[src/include/fbpsm_defines.svh]
// Constants for the fieldbus process slot map
`ifndef FBPSM_DEFINES_SVH
`define FBPSM_DEFINES_SVH

// Slot layout
`define FBPSM_SLOT_FIRST  4'h1
`define FBPSM_SLOT_LAST   4'h8
`define FBPSM_CYC_WORDS   4'h9
`define FBPSM_LAST_WIDX   4'h8

// Word positions in the cyclic input image
`define FBPSM_W_STAT_HI   4'h0
`define FBPSM_W_STAT_LO   4'h1
`define FBPSM_W_VOLT      4'h2
`define FBPSM_W_CURR      4'h3
`define FBPSM_W_POWR      4'h4

// Source register numbers carried alongside each cyclic word
`define FBPSM_REG_STATUS  10'h1f9
`define FBPSM_REG_VOLT    10'h1fb
`define FBPSM_REG_CURR    10'h1fc
`define FBPSM_REG_POWR    10'h1fd
`define FBPSM_REG_NONE    10'h000

// Station address limit and current full-scale code
`define FBPSM_ADDR_MAX    7'h7d
`define FBPSM_CURR_FULL   16'hcccc

// Default acyclic answer timeout in clock cycles
`define FBPSM_TMO_DEF     64

`endif

[src/include/fbpsm_pkg.sv]
// Types shared by the fieldbus process slot map
package fbpsm_pkg;

  typedef logic [15:0] fbpsm_word_t;

  typedef enum logic [2:0] {
    FBPSM_ST_IDLE = 3'b001,
    FBPSM_ST_CYC  = 3'b010,
    FBPSM_ST_ACYC = 3'b100
  } fbpsm_state_t;

endpackage

[src/rtl/fbpsm_sat.sv]
// Full-scale saturation of an encoded actual value
`timescale 1ns/1ps
`include "fbpsm_defines.svh"

module fbpsm_sat (
  input  wire fbpsm_pkg::fbpsm_word_t code_in,
  output fbpsm_pkg::fbpsm_word_t      code_out,
  output logic                        over
);
  import fbpsm_pkg::*;

  // Codes above full scale have no meaning, so they are pinned to 100 percent
  always_comb begin
    over     = (code_in > `FBPSM_CURR_FULL);
    code_out = over ? fbpsm_word_t'(`FBPSM_CURR_FULL) : code_in;
  end

endmodule

[src/rtl/fbpsm_slot_map.sv]
// Fieldbus process slot map: cyclic input image and acyclic slot windows
// How it works
// - Slot 1 carries the unit status word of register 505 in every cyclic exchange.
// - Slot 2 carries the actual voltage of register 507 cyclically.
// - Slot 3 carries the actual current of register 508 cyclically.
// - Slot 4 carries the actual power of register 509 cyclically.
// - Slots 5 to 8 carry no cyclic content and exist only for acyclic access.
// - Eight acyclic slots each own a set of indexes, read or written by slot and index.
// - Acyclic slots use only the input range, which serves both directions.
// - Set values and settable status are never sent cyclically, only acyclically.
// - The slave repeatedly delivers its process data to the master's input area.
// - Current codes 0 to 0xcccc map linearly to 0 to 100 percent of nominal.
// - The slave answers only its own station address, settable from 0 to 125.
`timescale 1ns/1ps
`include "fbpsm_defines.svh"

module fbpsm_slot_map #(
  parameter int IDX_W      = 8,
  parameter int TMO_CYCLES = `FBPSM_TMO_DEF
) (
  input  wire logic                   clk,
  input  wire logic                   rst,
  input  wire logic [6:0]             stn_addr,
  input  wire logic [6:0]             bus_addr,
  input  wire logic [31:0]            unit_status,
  input  wire fbpsm_pkg::fbpsm_word_t act_volt,
  input  wire fbpsm_pkg::fbpsm_word_t act_curr,
  input  wire fbpsm_pkg::fbpsm_word_t act_powr,
  input  wire logic                   cyc_req,
  input  wire logic                   acyc_req,
  input  wire logic                   acyc_wr,
  input  wire logic [3:0]             acyc_slot,
  input  wire logic [IDX_W-1:0]       acyc_index,
  input  wire fbpsm_pkg::fbpsm_word_t acyc_wdata,
  input  wire logic                   unit_ack,
  input  wire fbpsm_pkg::fbpsm_word_t unit_rdata,
  output logic                        busy_r,
  output logic                        cyc_word_valid_r,
  output logic [3:0]                  cyc_word_idx_r,
  output fbpsm_pkg::fbpsm_word_t      cyc_word_r,
  output logic [9:0]                  cyc_word_reg_r,
  output logic                        cyc_last_r,
  output logic                        curr_over_r,
  output logic                        unit_req_r,
  output logic                        unit_wr_r,
  output logic [3:0]                  unit_slot_r,
  output logic [IDX_W-1:0]            unit_index_r,
  output fbpsm_pkg::fbpsm_word_t      unit_wdata_r,
  output logic                        acyc_done_r,
  output logic                        acyc_err_r,
  output fbpsm_pkg::fbpsm_word_t      acyc_rdata_r
);
  import fbpsm_pkg::*;

  localparam int TMO_W = $clog2(TMO_CYCLES + 1);

  // Refuse sizes the counter or the index field cannot serve
  if (TMO_CYCLES < 1 || TMO_CYCLES > 1000 || IDX_W < 1 || IDX_W > 16) begin : g_chk
    $error("fbpsm_slot_map: TMO_CYCLES or IDX_W out of range");
  end

  fbpsm_state_t     state_r, state_nxt;
  logic [3:0]       widx_r, widx_nxt;
  logic [TMO_W-1:0] tmo_r, tmo_nxt;
  logic [31:0]      snap_stat_r, snap_stat_nxt;
  fbpsm_word_t      snap_volt_r, snap_volt_nxt;
  fbpsm_word_t      snap_curr_r, snap_curr_nxt;
  fbpsm_word_t      snap_powr_r, snap_powr_nxt;
  logic             busy_nxt, cvalid_nxt, clast_nxt, cover_nxt;
  logic [3:0]       cidx_nxt;
  fbpsm_word_t      cword_nxt;
  logic [9:0]       creg_nxt;
  logic             ureq_nxt, uwr_nxt, done_nxt, err_nxt;
  logic [3:0]       uslot_nxt;
  logic [IDX_W-1:0] uidx_nxt;
  fbpsm_word_t      uwdata_nxt, rdata_nxt;
  fbpsm_word_t      curr_sat;
  logic             curr_over;
  logic             addr_ok, acc_cyc, acc_acyc, slot_ok;

  // Current is saturated to its full-scale code before it enters the image
  fbpsm_sat u_curr_sat (
    .code_in  (act_curr),
    .code_out (curr_sat),
    .over     (curr_over)
  );

  // Station match; an address above the legal range never matches
  assign addr_ok  = (stn_addr <= `FBPSM_ADDR_MAX) && (bus_addr == stn_addr);
  // Cyclic exchange wins when both arrive in the same idle cycle
  assign acc_cyc  = (state_r == FBPSM_ST_IDLE) && cyc_req && addr_ok;
  assign acc_acyc = (state_r == FBPSM_ST_IDLE) && !cyc_req && acyc_req && addr_ok;
  assign slot_ok  = (acyc_slot >= `FBPSM_SLOT_FIRST) && (acyc_slot <= `FBPSM_SLOT_LAST);

  // Next-state logic for the sequencer, the cyclic image and the acyclic window
  always_comb begin
    state_nxt     = state_r;
    widx_nxt      = widx_r;
    tmo_nxt       = tmo_r;
    snap_stat_nxt = snap_stat_r;
    snap_volt_nxt = snap_volt_r;
    snap_curr_nxt = snap_curr_r;
    snap_powr_nxt = snap_powr_r;
    cover_nxt     = curr_over_r;
    cvalid_nxt    = 1'b0;
    clast_nxt     = 1'b0;
    cidx_nxt      = cyc_word_idx_r;
    cword_nxt     = cyc_word_r;
    creg_nxt      = cyc_word_reg_r;
    ureq_nxt      = 1'b0;
    uwr_nxt       = unit_wr_r;
    uslot_nxt     = unit_slot_r;
    uidx_nxt      = unit_index_r;
    uwdata_nxt    = unit_wdata_r;
    done_nxt      = 1'b0;
    err_nxt       = acyc_err_r;
    rdata_nxt     = acyc_rdata_r;
    unique case (state_r)
      FBPSM_ST_IDLE: begin
        if (acc_cyc) begin
          // Snapshot keeps all words of one exchange from the same instant
          snap_stat_nxt = unit_status;
          snap_volt_nxt = act_volt;
          snap_curr_nxt = curr_sat;
          snap_powr_nxt = act_powr;
          cover_nxt     = curr_over;
          widx_nxt      = 4'h0;
          state_nxt     = FBPSM_ST_CYC;
        end else if (acc_acyc) begin
          if (slot_ok) begin
            // Writes arrive on the same slot window as reads, no output range
            ureq_nxt   = 1'b1;
            uwr_nxt    = acyc_wr;
            uslot_nxt  = acyc_slot;
            uidx_nxt   = acyc_index;
            uwdata_nxt = acyc_wdata;
            tmo_nxt    = '0;
            state_nxt  = FBPSM_ST_ACYC;
          end else begin
            done_nxt  = 1'b1;
            err_nxt   = 1'b1;
            rdata_nxt = 16'h0000;
          end
        end
      end
      FBPSM_ST_CYC: begin
        // One word per cycle; only the status snapshot and actual values ever enter this image
        cvalid_nxt = 1'b1;
        cidx_nxt   = widx_r;
        clast_nxt  = (widx_r == `FBPSM_LAST_WIDX);
        case (widx_r)
          `FBPSM_W_STAT_HI: begin
            cword_nxt = snap_stat_r[31:16];
            creg_nxt  = `FBPSM_REG_STATUS;
          end
          `FBPSM_W_STAT_LO: begin
            cword_nxt = snap_stat_r[15:0];
            creg_nxt  = `FBPSM_REG_STATUS;
          end
          `FBPSM_W_VOLT: begin
            cword_nxt = snap_volt_r;
            creg_nxt  = `FBPSM_REG_VOLT;
          end
          `FBPSM_W_CURR: begin
            cword_nxt = snap_curr_r;
            creg_nxt  = `FBPSM_REG_CURR;
          end
          `FBPSM_W_POWR: begin
            cword_nxt = snap_powr_r;
            creg_nxt  = `FBPSM_REG_POWR;
          end
          default: begin
            cword_nxt = 16'h0000;
            creg_nxt  = `FBPSM_REG_NONE;
          end
        endcase
        if (widx_r == `FBPSM_LAST_WIDX) begin
          state_nxt = FBPSM_ST_IDLE;
        end else begin
          widx_nxt = widx_r + 4'h1;
        end
      end
      FBPSM_ST_ACYC: begin
        // A silent unit must not hang the slave, hence the timeout
        if (unit_ack) begin
          done_nxt  = 1'b1;
          err_nxt   = 1'b0;
          rdata_nxt = unit_wr_r ? 16'h0000 : unit_rdata;
          state_nxt = FBPSM_ST_IDLE;
        end else if (tmo_r == TMO_W'(TMO_CYCLES - 1)) begin
          done_nxt  = 1'b1;
          err_nxt   = 1'b1;
          rdata_nxt = 16'h0000;
          state_nxt = FBPSM_ST_IDLE;
        end else begin
          tmo_nxt = tmo_r + TMO_W'(1);
        end
      end
      default: begin
        state_nxt = FBPSM_ST_IDLE;
      end
    endcase
    busy_nxt = (state_nxt != FBPSM_ST_IDLE);
  end

  // State and output registers
  always_ff @(posedge clk or posedge rst) begin
    if (rst) begin
      state_r          <= FBPSM_ST_IDLE;
      widx_r           <= 4'h0;
      tmo_r            <= '0;
      snap_stat_r      <= 32'h0000_0000;
      snap_volt_r      <= 16'h0000;
      snap_curr_r      <= 16'h0000;
      snap_powr_r      <= 16'h0000;
      busy_r           <= 1'b0;
      cyc_word_valid_r <= 1'b0;
      cyc_word_idx_r   <= 4'h0;
      cyc_word_r       <= 16'h0000;
      cyc_word_reg_r   <= 10'h000;
      cyc_last_r       <= 1'b0;
      curr_over_r      <= 1'b0;
      unit_req_r       <= 1'b0;
      unit_wr_r        <= 1'b0;
      unit_slot_r      <= 4'h0;
      unit_index_r     <= '0;
      unit_wdata_r     <= 16'h0000;
      acyc_done_r      <= 1'b0;
      acyc_err_r       <= 1'b0;
      acyc_rdata_r     <= 16'h0000;
    end else begin
      state_r          <= state_nxt;
      widx_r           <= widx_nxt;
      tmo_r            <= tmo_nxt;
      snap_stat_r      <= snap_stat_nxt;
      snap_volt_r      <= snap_volt_nxt;
      snap_curr_r      <= snap_curr_nxt;
      snap_powr_r      <= snap_powr_nxt;
      busy_r           <= busy_nxt;
      cyc_word_valid_r <= cvalid_nxt;
      cyc_word_idx_r   <= cidx_nxt;
      cyc_word_r       <= cword_nxt;
      cyc_word_reg_r   <= creg_nxt;
      cyc_last_r       <= clast_nxt;
      curr_over_r      <= cover_nxt;
      unit_req_r       <= ureq_nxt;
      unit_wr_r        <= uwr_nxt;
      unit_slot_r      <= uslot_nxt;
      unit_index_r     <= uidx_nxt;
      unit_wdata_r     <= uwdata_nxt;
      acyc_done_r      <= done_nxt;
      acyc_err_r       <= err_nxt;
      acyc_rdata_r     <= rdata_nxt;
    end
  end
endmodule

[config.mk]
export PLATFORM = sky130hd
export DESIGN_NAME = fbpsm_slot_map
export DESIGN_NICKNAME = d
export VERILOG_FILES = /design/src/include/fbpsm_pkg.sv /design/src/rtl/fbpsm_sat.sv /design/src/rtl/fbpsm_slot_map.sv
export VERILOG_INCLUDE_DIRS = /design/src /design/src/include
export SDC_FILE = /design/constraint.sdc
export NUM_CORES = 1
export LEC_CHECK = 0
export ABC_CLOCK_PERIOD_IN_PS = 5400
export CORE_ASPECT_RATIO = 1.25
export CORE_MARGIN = 2
export CORE_UTILIZATION = 57
export CTS_BUF_LIST = sky130_fd_sc_hd__clkbuf_8 sky130_fd_sc_hd__clkbuf_16
export DETAILED_ROUTE_END_ITERATION = 12
export DONT_BUFFER_PORTS = 1
export GPL_TIMING_DRIVEN = 1
export PLACE_DENSITY_LB_ADDON = 0.12
export REMOVE_ABC_BUFFERS = 1
export SLEW_MARGIN = 10
export SYNTH_ARGS = -nofsm -noshare
export SYNTH_HDL_FRONTEND = slang
export SYNTH_HIERARCHICAL = 1
export SYNTH_SLANG_ARGS = --single-unit
[constraint.sdc]
create_clock -name clk -period 5.4 [get_ports clk]
set_clock_uncertainty 0.15 [all_clocks]
set_input_delay 0.54 -clock clk [delete_from_list [all_inputs] [get_ports clk]]
set_output_delay 0.54 -clock clk [all_outputs]
set_load 0.02 [all_outputs]
# == Yosys cells after proc, flatten, opt, wreduce, memory -nomap -nowiden ==
# Cells that the tools add are included.
# totals
romBits,0
inputBits,144
latchBits,0
mem_bits_rw,0
register_bits,176
out_inout_bits,82
n_memories,0
wordCells,110
# op_classes
order_cmp,4
muxes,44
n_addsub,2
div,0
shift,0
n_eq_ne,20
mul,0
reduce_logical,17
bitwise,1
# op_table
operator,count
2-to-1 mux 16 bit,7
case mux 16 bit (5 select lines),1
case mux 9 bit (4 select lines),1
2-to-1 mux 7 bit,5
case mux 16 bit (2 select lines),1
2-to-1 mux 3 bit,6
> comparator 16 bit (second input constant),1
2-to-1 mux 1 bit,16
inequality test 2 bit (second input constant),8
case mux 7 bit (2 select lines),1
case mux 3 bit (3 select lines),1
== test 4 x 2 -> 1 bit (second input constant),2
2-to-1 mux 4 bit,2
case mux 4 bit (2 select lines),1
adder 7 x 1 -> 7 bit (second input constant),1
== test 7 x 6 -> 1 bit (second input constant),1
== test 7 bit,1
less-or-equal comparator 7 bit (second input constant),1
logical AND 1 bit,7
AND reduction 6 bit,1
AND reduction 5 bit,1
adder 4 x 1 -> 4 bit (second input constant),1
== test 4 x 1 -> 1 bit (second input constant),1
== test 4 x 3 -> 1 bit (second input constant),1
17 further kinds,19

# == Longest topological paths before layout ==
# logic_depth
word_depth,8
mapped_depth,8
ltp_nobuf,7

# == Modules after synthesis ==
# Netlist, hierarchy kept.
# by_module_without_submodules
mod,n_inst,area_each_um2,cells_each
fbpsm_slot_map,1,7352.1,538
fbpsm_sat,1,225.2,32

# == Worst setup path after synthesis ==
# Ideal clock, no wire load.
# synth_timing
path_type,input-to-reg
startpoint,input port stn_addr[4]
endpoint,register curr_over_r
arrival_ns,2.045
n_path_buf,3
setup_slack_ns,3.078
path_stages,8
path_cell_list,xor2_1 > nor4_2 > and3_2 > and3_1 > buf_4 > buf_12 > buf_8 > mux2_1
# synth_via
elab_chain_cells,4
elab_cells_between_ends,5
cone_classes,order compare: 1; eq/ne: 1; reduce/logical: 3
# synth_rtl
item,line,text
"start, declared",fbpsm_slot_map.sv:23,"input wire logic [6:0] stn_addr,"
less-or-equal comparator 7 bit (no source line) or == test 7 bit (tied branches),--,
logical AND 1 bit (*),fbpsm_slot_map.sv:89,assign addr_ok = (stn_addr <= `FBPSM_ADDR_MAX) && (bus_addr == stn_addr);
logical AND 1 bit (*),fbpsm_slot_map.sv:91,assign acc_cyc = (state_r == FBPSM_ST_IDLE) && cyc_req && addr_ok;
AND reduction 2 bit (no source line) (*),--,
"end signal, assigned",fbpsm_slot_map.sv:245,curr_over_r <= cover_nxt;
"end, declared",fbpsm_slot_map.sv:43,"output logic curr_over_r,"
# Every way passes the cells marked *; elsewhere a longest branch is shown, timed or not.
# A chain may end at the register's enable or synchronous reset.

# == Worst setup path in the final report ==
# layout_timing
startpoint,register state_r[0]
endpoint,register snap_stat_r[29]
# layout_via
elab_chain_cells,4
# layout_rtl
item,line,text
"start, declared",fbpsm_slot_map.sv:62,"fbpsm_state_t state_r, state_nxt;"
"start signal, assigned",fbpsm_slot_map.sv:232,state_r <= state_nxt;
== test 3 x 1 -> 1 bit (*),"fbpsm_slot_map.sv:91, fbpsm_slot_map.sv:118",
logical AND 1 bit (2 in series),fbpsm_slot_map.sv:91,
AND reduction 2 bit (no source line) (*),--,
"end signal, assigned",fbpsm_slot_map.sv:235,snap_stat_r <= snap_stat_nxt;
"end, declared",fbpsm_slot_map.sv:65,"logic [31:0] snap_stat_r, snap_stat_nxt;"
# Marks and branches as above.

==> impl_metrics.py <==
metrics = {
    "logic_synthesis": {
        "ys_ff_latch": 170,
        "yosys-top-cells-count": "dfrtp_1, mux2_2, mux2_4",
        "muxShareOfSynthArea": 0.1863,
        "syn-cell-area_um2": 7577,
        "synthAdderAreaFrac": 0.008256,
        "synth_top_family_by_area": "multiplexers",
        "synthArstFlopShare": 1.000,
        "yosys.area_share.xor_xnor": 0.009247,
        "synthFlopType": "dfrtp_1",
        "yosysSeqAreaShare": 0.5616,
        "yosysMostFrequentCell": "dfrtp_1",
        "syn-instance-count": 570,
        "ys_types": 57,
        "synth_simple_gate_area_share": 0.07117,
        "avgSynthCellArea_um2": 13.29,
        "synth_compound_area_frac": 0.1184,
        "yosysWarnings": 6,
        "synth_area_leaders": "dfrtp_1, mux2_2, mux2_4, a222oi_1, a22o_1",
        "yosysTopAreaCellShare": 0.5581,
        "yosys.area.top_type": "dfrtp_1",
        "synth_edf_count": 0,
    },
    "place": {
        "io_buffers": 0,
        "dp_hpwl_um": 11270,
        "routabilityCongestion": 0.7779,
    },
    "sta": {
        "finalHoldViolCount": 0,
        "slew_viol_final": 0,
        "fin_crit_sh": 0.5931,
        "slew_headroom": 0.2894,
        "setup_violations": 0,
        "rsz0062_at_grt": "no",
        "worst_pin_slew_ns": 1.066,
        "fmax_mhz": 312.2,
        "fin_crit_ns": 3.203,
        "fin_tns_setup_ns": 0,
    },
    "finish": {
        "area_delta_synth_final_pct": 7.100,
        "nets": 702,
        "drive_gt1_frac": 0.2774,
        "regArea_um2": 4255,
        "fill_cells": 1047,
        "multi_input_area_um2": 2989,
        "final_util": 0.6188,
    },
    "floorplanning": {
        "num_rows": 47,
        "fp.dieH_um": 132.9,
        "core_um2": 13110,
        "initial_core_util": 0.5778,
        "io_pins": 226,
        "die-area_um2": 14240,
        "die_w_um": 107.1,
    },
    "detailed_routing": {
        "final_antenna_net_count": 0,
        "drtIter0Drc": 266,
        "via_count": 4541,
        "wire_per_inst_um": 22.12,
        "wl_um": 16320,
        "vias_per_cell": 6.153,
        "route.detailed.drc": 0,
        "drtPass1Iterations": 6,
    },
    "grt": {
        "track_usage": 0.2334,
        "grt_pass1_wl_um": 25490,
        "antenna_found_initial": 1,
        "grt_max_degree": 75,
        "grt_pass1_vias": 4927,
        "overflow": 0,
    },
    "critical_path": {
        "cpPeakStageDelay_ns": 0.92,
        "cp.required_ns": 5.55,
        "critical_path_class": "register to register",
        "endpoint_kind": "register",
        "cp_top_family": "simple AND/OR/NAND/NOR gates",
        "worstPathCellList": "nor3b_2, and3_4, buf_4, mux2_2",
        "crit_fanout": 64,
        "path_buf_inv": 1,
        "start_kind": "register",
        "startpoint": "state_r[0]$_DFF_PP1_",
        "regToRegStartpoint": "state_r[0]$_DFF_PP1_",
        "critPathSlowestCell": "and3_4",
        "cp.arrival_ns": 3.35,
    },
    "clocking": {
        "cts_setup_buffers": 0,
        "htree_levels": 4,
        "clock_latency_ns": 0.41,
        "path_clk_slew_ns": 0.06,
        "root_buffer": "clkbuf_16",
        "cts_sinks": 170,
        "cts_tree": "built",
        "cts_buffers": 17,
        "cts_buffer_depth": 2,
    },
    "power_and_ir_drop": {
        "vdd_drop_max_mv": 0.2535,
        "total_power_mw": 3.254,
        "p_per_area_nw_per_um2": 401.0,
        "p_leak_nw": 3.811,
    },
    "job": {
        "drv_cap": 0,
    },
    "hold_path": {
        "hold_start": "act_powr[2]",
        "hold_path.class": "input pin to register",
    },
    "status": {
        "status": "completed",
    },
}
-- stage by stage --
step	area [µm²]	cells	hold slack [ns]	setup slack, ns
after floorplan	7281	528	0.3086	0.1082
after global placement	7542	704	0.3180	2.145
after detailed placement	7542	704	0.3252	2.103
after CTS	8113	737	0.08843	2.193
after global routing	8113	737	0.08909	2.005
final	8115	738	0.1036	2.197
-- final timing paths --
path,depth (start not counted),end,slack [ns]
worst min register to register,1,snap_powr_r[2]$_DFFE_PP0P_,0.34
max in group asynchronous,3,cyc_word_reg_r[1]$_DFFE_PP0P_,3.37
worst max register to register,4,snap_stat_r[29]$_DFFE_PP0P_,2.20
worst min-delay path,1,snap_powr_r[2]$_DFFE_PP0P_,0.10
min in group asynchronous,2,acyc_rdata_r[0]$_DFFE_PP0P_,0.56
worst max-delay path,4,snap_stat_r[29]$_DFFE_PP0P_,2.20
-- registers in the layout, indices dropped and copies added (netlist names), 4 cells and up --
name	count
unit_slot_r	4
snap_curr_r	16
widx_r	4
snap_volt_r	16
snap_powr_r	16
snap_stat_r	32
unit_wdata_r	16
cyc_word_r	16
cyc_word_idx_r	4
unit_index_r	8
tmo_r	7
acyc_rdata_r	16
cyc_word_reg_r	4
-- report_power, final --
group          switching [mW]  internal, mW
Sequential              0.236          1.45
Combinational           0.199         0.216
Clock                   0.501         0.648
-- placed cells by master (no fill, tap or decap), drive strengths merged, types with 4 or more instances in the layout --
cell type and instances:
dfrtp 169, nor3 5, nor2 29, and2 9, a22oi 16, a22o 16, a31oi 20, and3 5
a222oi 16, inv 15, nand2 25, clkinvlp 5, nor2b 5, clkbuf 18, o211ai 5, o21ai 11
a21o 4, clkinv 4, nand3 7, a21oi 11, a21boi 6, mux2 112, buf 5, ha 5
xor2 8
-- worst register-to-register path, stage by stage (launching register included) --
cell	delay, ns
dfstp_2	0.58
nor3b_2	0.50
and3_4	0.92
buf_4	0.54
mux2_2	0.39
-- kinds of logic (layout without fill, tap and decap cells) --
kind of cell,Yosys count,in the layout
muxes,112,112
buffers and inverters,53,49
adders and majority gates,5,5
AOI/OAI and AO/OA,118,118
and+or+nand+nor,103,103
other,1,2
xor gates and xnor gates,8,8
DFF,170,170
-- routing by layer --
metal | track usage | routed length, µm | up-vias
li1 | - | - | 2045
met1 | 0.2652 | 5996 | 2256
met2 | 0.3931 | 8289 | 216
met3 | 0.09557 | 1691 | 24
met4 | 0.08586 | 344 | 0
met5 | 0 | 0 | -
-- cell type report --
class                           count  area share
Antenna cell                        1   0.0003084
Clock buffer                       18     0.05412
Clock inverter                     14     0.01496
Inverter                           11    0.005705
Multi-Input combinational cell    347      0.3683
Sequential cell                   170      0.5244
Tap cell                          171     0.02636
Timing Repair Buffer                6    0.005859
-- repair_timing --
| action | 4_1_cts | 5_1_grt |
|---|---|---|
| hold endpoints to repair | 72 | 0 |
| hold buffers | 1 | 0 |
| gates resized for setup | 0 | 0 |
Note: power is estimated with default switching activity, not from simulation.
